===== src/rtl/upt_pkg.sv =====
// Purpose: shared constants and types for the upper port A transmit pins
// Assumes: one clock, synchronous active-high reset
// Notes: pin personalities are chosen by a static mode input
package upt_pkg;
	// ------------------------------------------------------------
	// Cell and addressing constants
	// ------------------------------------------------------------
	localparam int CELL_BYTES = 53;
	localparam int DIRECT_PHYS = 4;
	localparam logic [4:0] NULL_PORT = 5'h1f;
	localparam logic [4:0] MAX_PHY_ADDR = 5'h1e;
	localparam logic [7:0] IDLE_BYTE = 8'h00;
	localparam int FIFO_DEPTH = 64;
	// Pin indices within the upper port A group
	localparam int PIN_TXEN = 0;
	localparam int PIN_CLAV = 1;
	localparam int PIN_SOC = 2;

	// Personality of the shared pins
	typedef enum logic [2:0] {
		MODE_UTOPIA_SLAVE,
		MODE_UTOPIA_DIRECT,
		MODE_UTOPIA_MUX,
		MODE_MII,
		MODE_HDLC_SERIAL,
		MODE_HDLC_NIBBLE
	} upt_mode_t;

	// Three shared pins as output/enable
	typedef struct packed {
		logic [2:0] o;
		logic [2:0] oe_n;
	} upt_pins_t;

	// Byte handed in by the cell or frame source
	typedef struct packed {
		logic valid;
		logic first;
		logic [7:0] data;
	} upt_beat_t;
endpackage : upt_pkg


===== src/rtl/upt_mem.sv =====
// Purpose: small byte store for the slave-side cell buffer
// Assumes: one write port, one read port, registered read data
// Notes: depth and width are parameters
`timescale 1ns/1ps
`default_nettype none
module upt_mem #(
	parameter int WIDTH = 8,
	parameter int DEPTH = 64
) (
	input wire logic ref_clk, // Clock
	input wire logic wr_en, // Write strobe
	input wire logic [$clog2(DEPTH)-1:0] wr_addr, // Write address
	input wire logic [WIDTH-1:0] wr_data, // Write data
	input wire logic [$clog2(DEPTH)-1:0] rd_addr, // Read address
	output logic [WIDTH-1:0] rd_data // Registered read data
);
	logic [WIDTH-1:0] mem [DEPTH];
	logic [WIDTH-1:0] rd_data_d;

	// Read is combinational, then registered
	always_comb
	begin
		rd_data_d = mem[rd_addr];
	end

	// Storage has no reset; contents are written before read
	always_ff @(posedge ref_clk)
	begin
		if (wr_en)
			mem[wr_addr] <= wr_data;
		rd_data <= rd_data_d;
	end
endmodule : upt_mem
`default_nettype wire


===== src/rtl/upt_port.sv =====
// Purpose: transmit-side pins of the first fast serial controller
// Assumes: synchronous inputs, static mode during operation
// Notes: slave mode advertises space only when a whole cell fits in the buffer
`timescale 1ns/1ps
`default_nettype none
// How it works
// - Multiplex master polls addresses 0..30; address 31 is the null port.
// - Direct master polls up to four PHYs on separate avail lines.
// - Master drives enable low only while sending cell bytes, idle cells included.
// - Slave shows cell available only with room for a whole cell.
// - Start of cell marks exactly the first byte of each cell.
// - MII transmit error follows the forced error request.
// - HDLC requests with request low; granted once clear comes low.
// - HDLC moves one bit or four bits per transfer.
// - Idle cells fill gaps; every cell is 53 bytes.
module upt_port
	import upt_pkg::*;
#(
	parameter int CELLS = CELL_BYTES,
	parameter int DEPTH = FIFO_DEPTH
) (
	input wire logic ref_clk, // Clock
	input wire logic reset, // Sync reset, high
	input wire upt_mode_t mode, // Pin personality
	input wire logic [2:0] pin_i, // Pin levels seen
	output upt_pins_t pins, // Pin drive and enables
	output logic [7:0] txd, // Transmit data bus
	output logic [4:0] phy_addr, // Mux-poll address
	input wire logic [3:0] direct_poll_tx_cell_avail, // Direct avail lines
	output logic [1:0] direct_sel, // Direct PHY in use
	input wire logic [7:0] src_data, // Source byte
	input wire logic src_valid, // Source byte valid
	output logic src_ready, // Source byte taken
	input wire logic force_err, // Force MII error
	input wire logic tx_req, // HDLC wants to send
	output logic tx_granted, // HDLC grant seen
	output logic [3:0] hdlc_out, // HDLC data lanes
	output logic [7:0] rx_byte, // Slave byte taken
	output logic rx_byte_valid, // Slave byte strobe
	output logic mii_col, // Collision seen
	output logic mii_crs // Carrier seen
);
	localparam int AW = $clog2(DEPTH);
	// One whole cell must fit; pointers only wrap at a power of two
	if (CELLS != CELL_BYTES || DEPTH < CELLS || DEPTH != (1 << AW))
	begin : g_bad_cfg
		$error("upt_port: unsupported cell size or depth");
	end
	// ------------------------------------------------------------
	// Mode decode helpers
	// ------------------------------------------------------------
	function automatic logic is_master(input upt_mode_t m);
		return (m == MODE_UTOPIA_DIRECT) || (m == MODE_UTOPIA_MUX);
	endfunction : is_master
	function automatic logic is_hdlc(input upt_mode_t m);
		return (m == MODE_HDLC_SERIAL) || (m == MODE_HDLC_NIBBLE);
	endfunction : is_hdlc
	typedef enum logic [1:0] {ST_POLL, ST_SEND} upt_state_t;
	// ------------------------------------------------------------
	// Master transmit state
	// ------------------------------------------------------------
	upt_state_t state_q, state_d;
	logic [5:0] cnt_q, cnt_d;
	logic [4:0] addr_q, addr_d;
	logic [1:0] dsel_q, dsel_d;
	logic [7:0] txd_q, txd_d;
	logic enb_n_q, enb_n_d, soc_q, soc_d, take_q, take_d, idle_q, idle_d;
	logic clav_in;
	// Avail seen by master depends on polling style
	always_comb
	begin
		clav_in = pin_i[PIN_CLAV];
		if (mode == MODE_UTOPIA_DIRECT)
			clav_in = direct_poll_tx_cell_avail[dsel_q];
	end

	// Poll, then stream one cell; idle cell when source is empty
	always_comb
	begin
		state_d = state_q;
		cnt_d = cnt_q;
		addr_d = addr_q;
		dsel_d = dsel_q;
		txd_d = txd_q;
		enb_n_d = 1'b1;
		soc_d = 1'b0;
		take_d = 1'b0;
		idle_d = idle_q;
		case (state_q)
			ST_POLL:
			begin
				if (is_master(mode) && clav_in && addr_q != NULL_PORT)
				begin
					state_d = ST_SEND;
					cnt_d = 6'h00;
					idle_d = !src_valid;
				end
				else if (mode == MODE_UTOPIA_MUX)
					// Skip 31 so the null port never gets a real cell
					addr_d = (addr_q >= MAX_PHY_ADDR) ? 5'h00 : addr_q + 5'h01;
				else
					dsel_d = dsel_q + 2'h1;
			end
			ST_SEND:
			begin
				enb_n_d = 1'b0;
				soc_d = (cnt_q == 6'h00);
				txd_d = idle_q ? IDLE_BYTE : src_data;
				take_d = !idle_q;
				cnt_d = cnt_q + 6'h01;
				if (cnt_q == 6'(CELLS - 1))
					state_d = ST_POLL;
			end
			default: state_d = ST_POLL;
		endcase
		if (!is_master(mode))
			state_d = ST_POLL;
	end
	always_ff @(posedge ref_clk)
	begin
		if (reset)
		begin
			state_q <= ST_POLL;
			cnt_q <= 6'h00;
			addr_q <= 5'h00;
			dsel_q <= 2'h0;
			txd_q <= 8'h00;
			enb_n_q <= 1'b1;
			soc_q <= 1'b0;
			take_q <= 1'b0;
			idle_q <= 1'b1;
		end
		else
		begin
			state_q <= state_d;
			cnt_q <= cnt_d;
			addr_q <= addr_d;
			dsel_q <= dsel_d;
			txd_q <= txd_d;
			enb_n_q <= enb_n_d;
			soc_q <= soc_d;
			take_q <= take_d;
			idle_q <= idle_d;
		end
	end

	// ------------------------------------------------------------
	// Slave receive side: buffer with whole-cell space test
	// ------------------------------------------------------------
	logic [AW-1:0] wp_q, wp_d, rp_q, rp_d;
	logic [AW:0] used_q, used_d;
	logic slv_clav_q, slv_clav_d, rvalid_q, rvalid_d, wr, rd_move;
	logic [7:0] mem_q;
	// Bytes enter only when the far master enables, low active; they leave whenever the buffer holds any
	always_comb
	begin
		wr = (mode == MODE_UTOPIA_SLAVE) && !pin_i[PIN_TXEN];
		wp_d = wr ? wp_q + 1'b1 : wp_q;
		rd_move = used_q != '0;
		rp_d = rd_move ? rp_q + 1'b1 : rp_q;
		used_d = used_q + (AW+1)'(wr) - (AW+1)'(rd_move);
		// Room for a full cell past anything in flight
		slv_clav_d = (mode == MODE_UTOPIA_SLAVE) &&
			(used_d <= (AW+1)'(DEPTH - CELLS));
		rvalid_d = rd_move;
	end

	always_ff @(posedge ref_clk)
	begin
		if (reset)
		begin
			wp_q <= '0;
			rp_q <= '0;
			used_q <= '0;
			slv_clav_q <= 1'b0;
			rvalid_q <= 1'b0;
		end
		else
		begin
			wp_q <= wp_d;
			rp_q <= rp_d;
			used_q <= used_d;
			slv_clav_q <= slv_clav_d;
			rvalid_q <= rvalid_d;
		end
	end

	upt_mem #(.WIDTH(8), .DEPTH(DEPTH)) u_mem (
		.ref_clk(ref_clk),
		.wr_en(wr),
		.wr_addr(wp_q),
		.wr_data(src_data), // Slave bytes share the source bus
		.rd_addr(rp_q),
		.rd_data(mem_q)
	);
	// ------------------------------------------------------------
	// MII, HDLC and pin drive
	// ------------------------------------------------------------
	upt_pins_t pins_d;
	logic rts_n_q, rts_n_d, grant_q, grant_d, col_d, crs_d;
	logic [3:0] hd_q, hd_d;
	// Pin direction follows personality; oe low means driven
	always_comb
	begin
		pins_d.o = 3'b111;
		pins_d.oe_n = 3'b111;
		// RTS is free of data edges: it tracks the request only
		rts_n_d = !(is_hdlc(mode) && tx_req);
		grant_d = !rts_n_q && !pin_i[PIN_TXEN] && is_hdlc(mode);
		hd_d = (mode == MODE_HDLC_NIBBLE) ? src_data[3:0] :
			{3'b000, src_data[0]};
		col_d = (mode == MODE_MII) && pin_i[PIN_TXEN];
		crs_d = (mode == MODE_MII) && pin_i[PIN_CLAV];
		case (mode)
			MODE_UTOPIA_DIRECT, MODE_UTOPIA_MUX:
			begin
				pins_d.o[PIN_TXEN] = enb_n_d;
				pins_d.o[PIN_SOC] = soc_d;
				pins_d.oe_n = 3'b010;
			end
			MODE_UTOPIA_SLAVE:
			begin
				pins_d.o[PIN_CLAV] = slv_clav_d;
				pins_d.oe_n = 3'b101;
			end
			MODE_MII:
			begin
				pins_d.o[PIN_SOC] = force_err;
				pins_d.oe_n = 3'b011;
			end
			MODE_HDLC_SERIAL, MODE_HDLC_NIBBLE:
			begin
				pins_d.o[PIN_CLAV] = rts_n_d;
				pins_d.oe_n = 3'b101;
			end
			default: pins_d.oe_n = 3'b111;
		endcase
	end

	always_ff @(posedge ref_clk)
	begin
		if (reset)
		begin
			pins <= '{o: 3'b111, oe_n: 3'b111};
			rts_n_q <= 1'b1;
			grant_q <= 1'b0;
			hd_q <= 4'h0;
			mii_col <= 1'b0;
			mii_crs <= 1'b0;
		end
		else
		begin
			pins <= pins_d;
			rts_n_q <= rts_n_d;
			grant_q <= grant_d;
			hd_q <= hd_d;
			mii_col <= col_d;
			mii_crs <= crs_d;
		end
	end

	// Output registers
	always_ff @(posedge ref_clk)
	begin
		if (reset)
		begin
			txd <= 8'h00;
			phy_addr <= 5'h00;
			direct_sel <= 2'h0;
			src_ready <= 1'b0;
			rx_byte_valid <= 1'b0;
			rx_byte <= 8'h00;
			tx_granted <= 1'b0;
			hdlc_out <= 4'h0;
		end
		else
		begin
			txd <= txd_d;
			phy_addr <= addr_d;
			direct_sel <= dsel_d;
			src_ready <= take_d;
			rx_byte_valid <= rvalid_q;
			rx_byte <= mem_q;
			tx_granted <= grant_q;
			hdlc_out <= hd_q;
		end
	end
endmodule : upt_port
`default_nettype wire


===== config.mk =====
export PLATFORM = sky130hd
export DESIGN_NAME = upt_port
export DESIGN_NICKNAME = d
export VERILOG_FILES = /design/src/rtl/upt_pkg.sv /design/src/rtl/upt_mem.sv /design/src/rtl/upt_port.sv
export SDC_FILE = /design/constraint.sdc
export NUM_CORES = 1
export LEC_CHECK = 0
export CAP_MARGIN = 20
export CORE_ASPECT_RATIO = 0.9
export CORE_MARGIN = 2
export CORE_UTILIZATION = 35
export CTS_CLUSTER_SIZE = 25
export DETAILED_ROUTE_END_ITERATION = 6
export DONT_BUFFER_PORTS = 1
export PLACE_DENSITY = 0.45
export SLEW_MARGIN = 10
export SYNTH_ARGS = -nofsm -noshare
export SYNTH_HDL_FRONTEND = slang
export SYNTH_HIERARCHICAL = 1
export SYNTH_SLANG_ARGS = --single-unit
export TNS_END_PERCENT = 5

===== constraint.sdc =====
create_clock -name ref_clk -period 7.05 [get_ports ref_clk]
set_input_delay 1.41 -clock ref_clk [delete_from_list [all_inputs] [get_ports ref_clk]]
set_output_delay 1.41 -clock ref_clk [all_outputs]
set_load 0.03 [all_outputs]

==> results of run 1 <==
==> cells in the mapped netlist, types with 4 or more instances <==
master	instances	share of area, %
a211oi_1	6	0.19
a21oi_1	13	0.28
a221oi_1	7	0.26
a22oi_1	11	0.36
and3_1	6	0.16
buf_1	4	0.065
buf_2	11	0.24
buf_4	14	0.45
buf_6	6	0.29
clkbuf_1	25	0.41
dfxtp_1	80	6.9
edfxtp_1	512	66
ha_1	16	0.87
inv_1	20	0.32
mux2_2	13	0.63
mux2i_1	26	1.1
mux4_2	127	12
nand2_1	35	0.57
nand2b_1	11	0.30
nand3_1	19	0.41
nand3b_1	6	0.19
nand4_1	6	0.16
nor2_1	123	2.0
nor2b_1	33	0.89
nor3_1	10	0.22
o21a_1	4	0.13
o21ai_0	12	0.26
o21ai_1	4	0.087
o221ai_1	10	0.38
o22ai_1	8	0.22
or3_1	4	0.11
xnor2_1	4	0.15
xor2_1	13	0.49
==> logic make-up after synthesis <==
group | Yosys count
adders and majority gates | 17
xor gates and xnor gates | 17
AOI/OAI and AO/OA | 104
buffers and inverters | 82
and+or+nand+nor | 270
muxes | 166
DFF | 592
==> routing by layer <==
metal	vias up	GRT usage (%)
li1	5031	-
met1	6182	23.45
met2	280	26.03
met3	74	2.806
met4	0	4.245
met5	-	0
==> worst reg2reg max path, cell delays in order (launching register included) <==
cell and delay, ns:
dfxtp_1 0.32, inv_1 0.08, ha_1 0.14, nor4b_1 0.39, nand2_1 0.37, ha_1 0.38
inv_1 0.06, ha_1 0.18, inv_1 0.07, fa_1 0.42, nand2b_1 0.18, a221oi_1 0.53
o32a_1 0.29, nand2_1 0.06, o31ai_1 0.28
==> worst min path at each step <==
stage | from | to | slack, ns | cells past startpoint
2_1_floorplan | rts_n_q | grant_q | 0.37 | 1
3_3_place_gp | rts_n_q | grant_q | 0.38 | 1
3_5_place_dp | rts_n_q | grant_q | 0.38 | 1
4_1_cts | rts_n_q | grant_q | 0.39 | 1
5_1_grt | rts_n_q | grant_q | 0.41 | 1
6_report | rts_n_q | grant_q | 0.39 | 1
==> metrics by stage <==
| step | setup slack [ns] | std cells | hold WS (ns) | utilization [%] | total power [mW] |
|---|---|---|---|---|---|
| finish | 2.814 | 2178 | 0.3869 | 39.55 | 8.615 |
| global route | 2.512 | 2177 | 0.4068 | 39.55 | 8.991 |
| CTS | 2.873 | 2177 | 0.3866 | 39.55 | 8.757 |
| detailed placement | 2.245 | 2065 | 0.3795 | 36.63 | 5.627 |
| global placement | 2.323 | 2065 | 0.3846 | 36.63 | 5.627 |
| floorplan | 2.776 | 1248 | 0.3736 | - | 5.238 |
==> power by group through the flow <==
stage | Sequential (mW) | Combinational, mW | Clock (mW)
2_1_floorplan | 4.01 | 1.23 | 0
3_3_place_gp | 4.10 | 1.53 | 0
3_5_place_dp | 4.10 | 1.53 | 0
4_1_cts | 4.02 | 1.54 | 3.20
5_1_grt | 4.03 | 1.63 | 3.32
6_report | 4.02 | 1.50 | 3.10
==> sequential cells by signal, indices dropped and copies added (netlist names), 6 cells and up <==
| signal | count |
|---|---|
| txd | 8 |
| pins | 6 |
| wp_q | 6 |
| u_mem/rd_data | 8 |
| rx_byte | 8 |
| cnt_q | 6 |
| used_q | 7 |
| u_mem/mem | 512 |
| rp_q | 6 |
==> layout make-up <==
class	count	area share, %
Antenna cell	1	0.009662
Inverter	20	0.2899
Tap cell	864	4.174
Timing Repair Buffer	15	0.4831
Sequential cell	592	65.60
Clock buffer	86	6.580
Clock inverter	26	0.8068
Multi-Input combinational cell	574	22.06
==> impl_metrics.yaml, run 1 <==
yosys:
  synthCells: 1248
  synth_flop_cell: "edfxtp_1"
  synth-xor-area-share_pct: 0.6434
  synth-seq-cells: 592
  synth.avg_cell_area_um2: 18.54
  synth_simple_gate_area_share_pct: 5.634
  yosys_warnings: 6
  seq_area_frac_synth_pct: 73.36
  yosysUniqueCellTypes: 65
  synth_top_family_by_area: "multiplexers"
  synth_compound_area_share_pct: 3.341
  synth_fp_nets: 1288
  synthAdderAreaFrac_pct: 0.9516
  syn_area_um2: 23140
  synth-edff-count: 512
  synthMuxAreaShare_pct: 14.12
  synthArstFlopShare_pct: 0
worst_setup_path:
  crit_top_cell: "inv_1"
  path_depth: 13
  start_kind: "input pin"
  critPathKind: "input pin to flop"
  worstReg2RegEnd: "pins[4]"
  cp-end-kind: "flop"
  reg2regPathDepth: 14
  arrival_ns: 4.75
  cp_max_fo: 13
  crit_end: "pins[4]"
  cp-startpoint: "mode[0]"
  cp_cell_sequence: "or2_1 -> nor3_4 -> inv_1 -> ha_1 -> inv_1 -> ha_1 -> inv_1 -> fa_1 -> nand2b_1 -> a221oi_1 -> o32a_1 -> nand2_1 -> o31ai_1"
  critPathMaxStageDelay_ns: 0.55
  cp.required_ns: 7.57
  critPathTopFamily: "simple AND/OR/NAND/NOR gates"
  worstReg2RegStart: "used_q[3]"
  slowest_stage: "nor3_4"
  r2r_slack_ns: 3.19
  worst-path-buf-inv: 3
clock_tree:
  cts_hold_buf: 0
  cts_setup_buffers: 0
  cts.sinks: 592
  root_buffer: "clkbuf_16"
  ctsResizeCount: 0
  cts-htree-levels: 2
  path_clk_slew_ns: 0.06
  clkLatencyLatePin_ns: 0.63
  cts_tree: "yes"
  cts_made_buffers: 61
  cts.path.max_buffers: 3
global_route:
  antenna_found_initial: 1
  grt_pass1_vias: 11560
  globalRouteTotalUtil_pct: 16.39
  grt_pass1_wl_mm: 80.87
  grt-ovfl-total: 0
  grt_max_degree: 97
cells_and_area:
  fillers: 5929
  layout_commonest_cell: "edfxtp_1"
  multi_input_area_um2: 5713
  drive_above_1_share_pct: 19.57
  finalInstanceArea_um2: 25900
  areaGrowthSynthToFinish_pct: 11.92
  seq_area_um2: 16990
  fin_nets: 1304
  final_cell_mix: "edfxtp_1, mux4_2, nor2_1"
detailed_routing:
  wl_met1_mm: 25.58
  wl_met3_mm: 2.638
  ant_nets: 0
  highest_layer: "met4"
  routed-wl-met2_mm: 26.17
  remaining_drc_errors: 0
  drt-pass1-iter-count: 5
  vias: 11570
  routed_via_density: 5.311
  routed_wirelength_mm: 55.47
  drt-initial-drc-count: 903
  wl_per_cell_um: 25.47
sta:
  final.setup.tns_ns: 0
  final-setup-viol-count: 0
  slew_viol_final: 0
  relSlewSlack_pct: 29.11
  period_share_pct: 60.08
  period_minus_slack_ns: 4.236
  timing.clock.skew_ns: 0.01900
  hold_viol_final: 0
  worstMarginPinSlew_ns: 1.059
  grt_setup_unrepaired: "false"
  clock.fmax_ghz: 0.2361
power_and_ir_drop:
  clkPwrFrac_pct: 36.0
  power_density_nw_per_um2: 332.6
  swShare_pct: 26.16
  internal_power_mw: 6.362
  seqPwrFrac_pct: 46.6
  ir_drop_mv: 0.2487
  power_switching_mw: 2.253
  power_frac_comb_pct: 17.4
  power_leakage_nw: 7.950
run:
  max_cap_violations: 0
placed_design:
  gp_congestion: 0.7437
  portBuffers: 0
  dpl_cell_area_um2: 23980
  dpl.hpwl_mm: 32.68
floorplanning:
  chipHeight_um: 247.9
  core_um2: 65480
  rows: 89
  die_x_um: 275.0
  ios: 61
  initial_utilization_pct: 35.34
  die_area_um2: 68190
min_path:
  hp-class: "flop to flop"
status:
  status: "completed"
(Power assumes the default switching activity.)
==> inputs of run 2 (changes only) <==
--- a/config.mk
+++ b/config.mk
@@ -12,7 +12,7 @@
 export CTS_CLUSTER_SIZE = 25
 export DETAILED_ROUTE_END_ITERATION = 6
 export DONT_BUFFER_PORTS = 1
-export PLACE_DENSITY = 0.45
+export PLACE_DENSITY = 0.47
 export SLEW_MARGIN = 10
 export SYNTH_ARGS = -nofsm -noshare
 export SYNTH_HDL_FRONTEND = slang
==> constraint.sdc (replaced) <==
create_clock -name ref_clk -period 3.7 [get_ports ref_clk]
set_input_delay 0.74 -clock ref_clk [delete_from_list [all_inputs] [get_ports ref_clk]]
set_output_delay 0.74 -clock ref_clk [all_outputs]
set_load 0.03 [all_outputs]
==> impl_metrics.yaml, run 2 (same netlist as run 1, synthesis figures left out) <==
detailed_routing:
  remaining_drc_errors: 0
  wl_per_cell_um: 24.65
  routed_wirelength_mm: 55.55
  highest_layer: "met4"
  drt-initial-drc-count: 1021
  wl_met1_mm: 25.46
  drt-pass1-iter-count: 6
  wl_met3_mm: 2.885
  vias: 11800
  ant_nets: 0
  routed-wl-met2_mm: 26.08
  routed_via_density: 5.236
worst_setup_path:
  r2r_slack_ns: 0.41
  start_kind: "flop"
  cp.required_ns: 4.26
  arrival_ns: 3.85
  critPathKind: "flop to flop"
  cp-end-kind: "flop"
  slowest_stage: "a221oi_1"
  critPathMaxStageDelay_ns: 0.47
  cp_cell_sequence: "inv_1 -> ha_1 -> nor4b_1 -> nand2_1 -> ha_1 -> inv_1 -> ha_1 -> inv_1 -> fa_1 -> nand2b_1 -> a221oi_1 -> o32a_1 -> nand2_1 -> o31ai_1"
  cp_max_fo: 4
cells_and_area:
  areaGrowthSynthToFinish_pct: 14.84
  drive_above_1_share_pct: 23.92
  largest_reg_flops: 512
  final_cell_mix: "edfxtp_1, mux4_2, nor2_1"
  layout_commonest_cell: "edfxtp_1"
  fin_nets: 1376
  regMostFlops: "u_mem/mem"
  fin_cells: 2253
floorplanning:
  die_area_um2: 68190
  rows: 89
  die_x_um: 275.0
  chipHeight_um: 247.9
  initial_utilization_pct: 35.34
  core_um2: 65480
  ios: 61
clock_tree:
  root_buffer: "clkbuf_16"
  cts.path.max_buffers: 3
  cts_made_buffers: 60
  cts_tree: "yes"
  path_clk_slew_ns: 0.06
  clkLatencyLatePin_ns: 0.65
  cts.sinks: 592
  cts_hold_buf: 0
  cts_setup_buffers: 0
  ctsResizeCount: 0
  cts-htree-levels: 2
placed_design:
  dpl.hpwl_mm: 33.30
  gp_congestion: 0.7680
  portBuffers: 0
  dp_cells: 2138
power_and_ir_drop:
  clkPwrFrac_pct: 36.9
  power_frac_comb_pct: 17.0
  ir_drop_mv: 0.3911
  power_density_nw_per_um2: 629.2
  seqPwrFrac_pct: 46.1
  power_leakage_nw: 8.380
  power_switching_mw: 4.283
  internal_power_mw: 12.44
  swShare_pct: 25.61
sta:
  worstMarginPinSlew_ns: 0.8470
  period_share_pct: 88.79
  timing.clock.skew_ns: 0.04522
  slew_viol_final: 0
  clock.fmax_ghz: 0.3044
  period_minus_slack_ns: 3.285
  final.setup.tns_ns: 0
  final-setup-viol-count: 0
  grt_setup_unrepaired: "false"
  relSlewSlack_pct: 42.07
  hold_viol_final: 0
run:
  max_cap_violations: 0
global_route:
  grt_pass1_vias: 11960
  grt_max_degree: 67
  grt_pass1_wl_mm: 81.68
  globalRouteTotalUtil_pct: 16.51
  antenna_found_initial: 1
  grt-ovfl-total: 0
status:
  status: "completed"
min_path:
  hp-class: "input pin to flop"
==> run 2: layout make-up <==
type,count,area (um^2)
clock buffers,84,1662
clock inverters,30,355.3
inverters,20,75.07
multi-input cells,574,5713
flip-flops and latches,592,16990
repair buffers,88,698.2
well taps,864,1081
diodes,1,2.502
fillers,5883,38900
==> run 2: path summary, 6_finish.rpt <==
kind         startpoint        end  cells past startpoint
max           used_q[2]    pins[4]                     14
min               reset  used_q[1]                      1
max reg2reg   used_q[2]    pins[4]                     14
min reg2reg     rts_n_q    grant_q                      1
==> run 2: worst max-delay path, delay by kind of cell (launching register included) <==
family	cells	cell delay (ns)
simple gates	4	0.69
compound gates	3	0.95
buf+inv	3	0.21
flops	1	0.31
fa+ha+maj	4	1.03
==> run 2: metrics by stage <==
stage          utilization [%]  total power, mW  cell area [um^2]  setup slack (ns)  hold WS, ns
2_1_floorplan                -            9.980             23140           0.09581       0.3736
3_3_place_gp             37.50            10.73             24560            0.1255       0.3821
3_5_place_dp             37.50            10.74             24560            0.1145       0.3837
4_1_cts                  40.58            16.97             26570            0.4151       0.1133
5_1_grt                  40.58            17.43             26570           0.09991       0.1243
6_report                 40.59            16.72             26580            0.4147       0.1649
==> run 2: routing by layer <==
metal | vias up | global-route usage, %
li1 | 5167 | -
met1 | 6238 | 23.53
met2 | 317 | 26.03
met3 | 74 | 3.067
met4 | 0 | 4.467
met5 | - | 0
==> run 2: power by group through the flow <==
stage | sequential [mW] | combinational [mW] | clock (mW)
5_1_grt | 7.73 | 3.08 | 6.62
3_5_place_dp | 7.85 | 2.89 | 0
4_1_cts | 7.71 | 2.90 | 6.36
3_3_place_gp | 7.85 | 2.88 | 0
2_1_floorplan | 7.64 | 2.34 | 0
6_report | 7.70 | 2.85 | 6.17
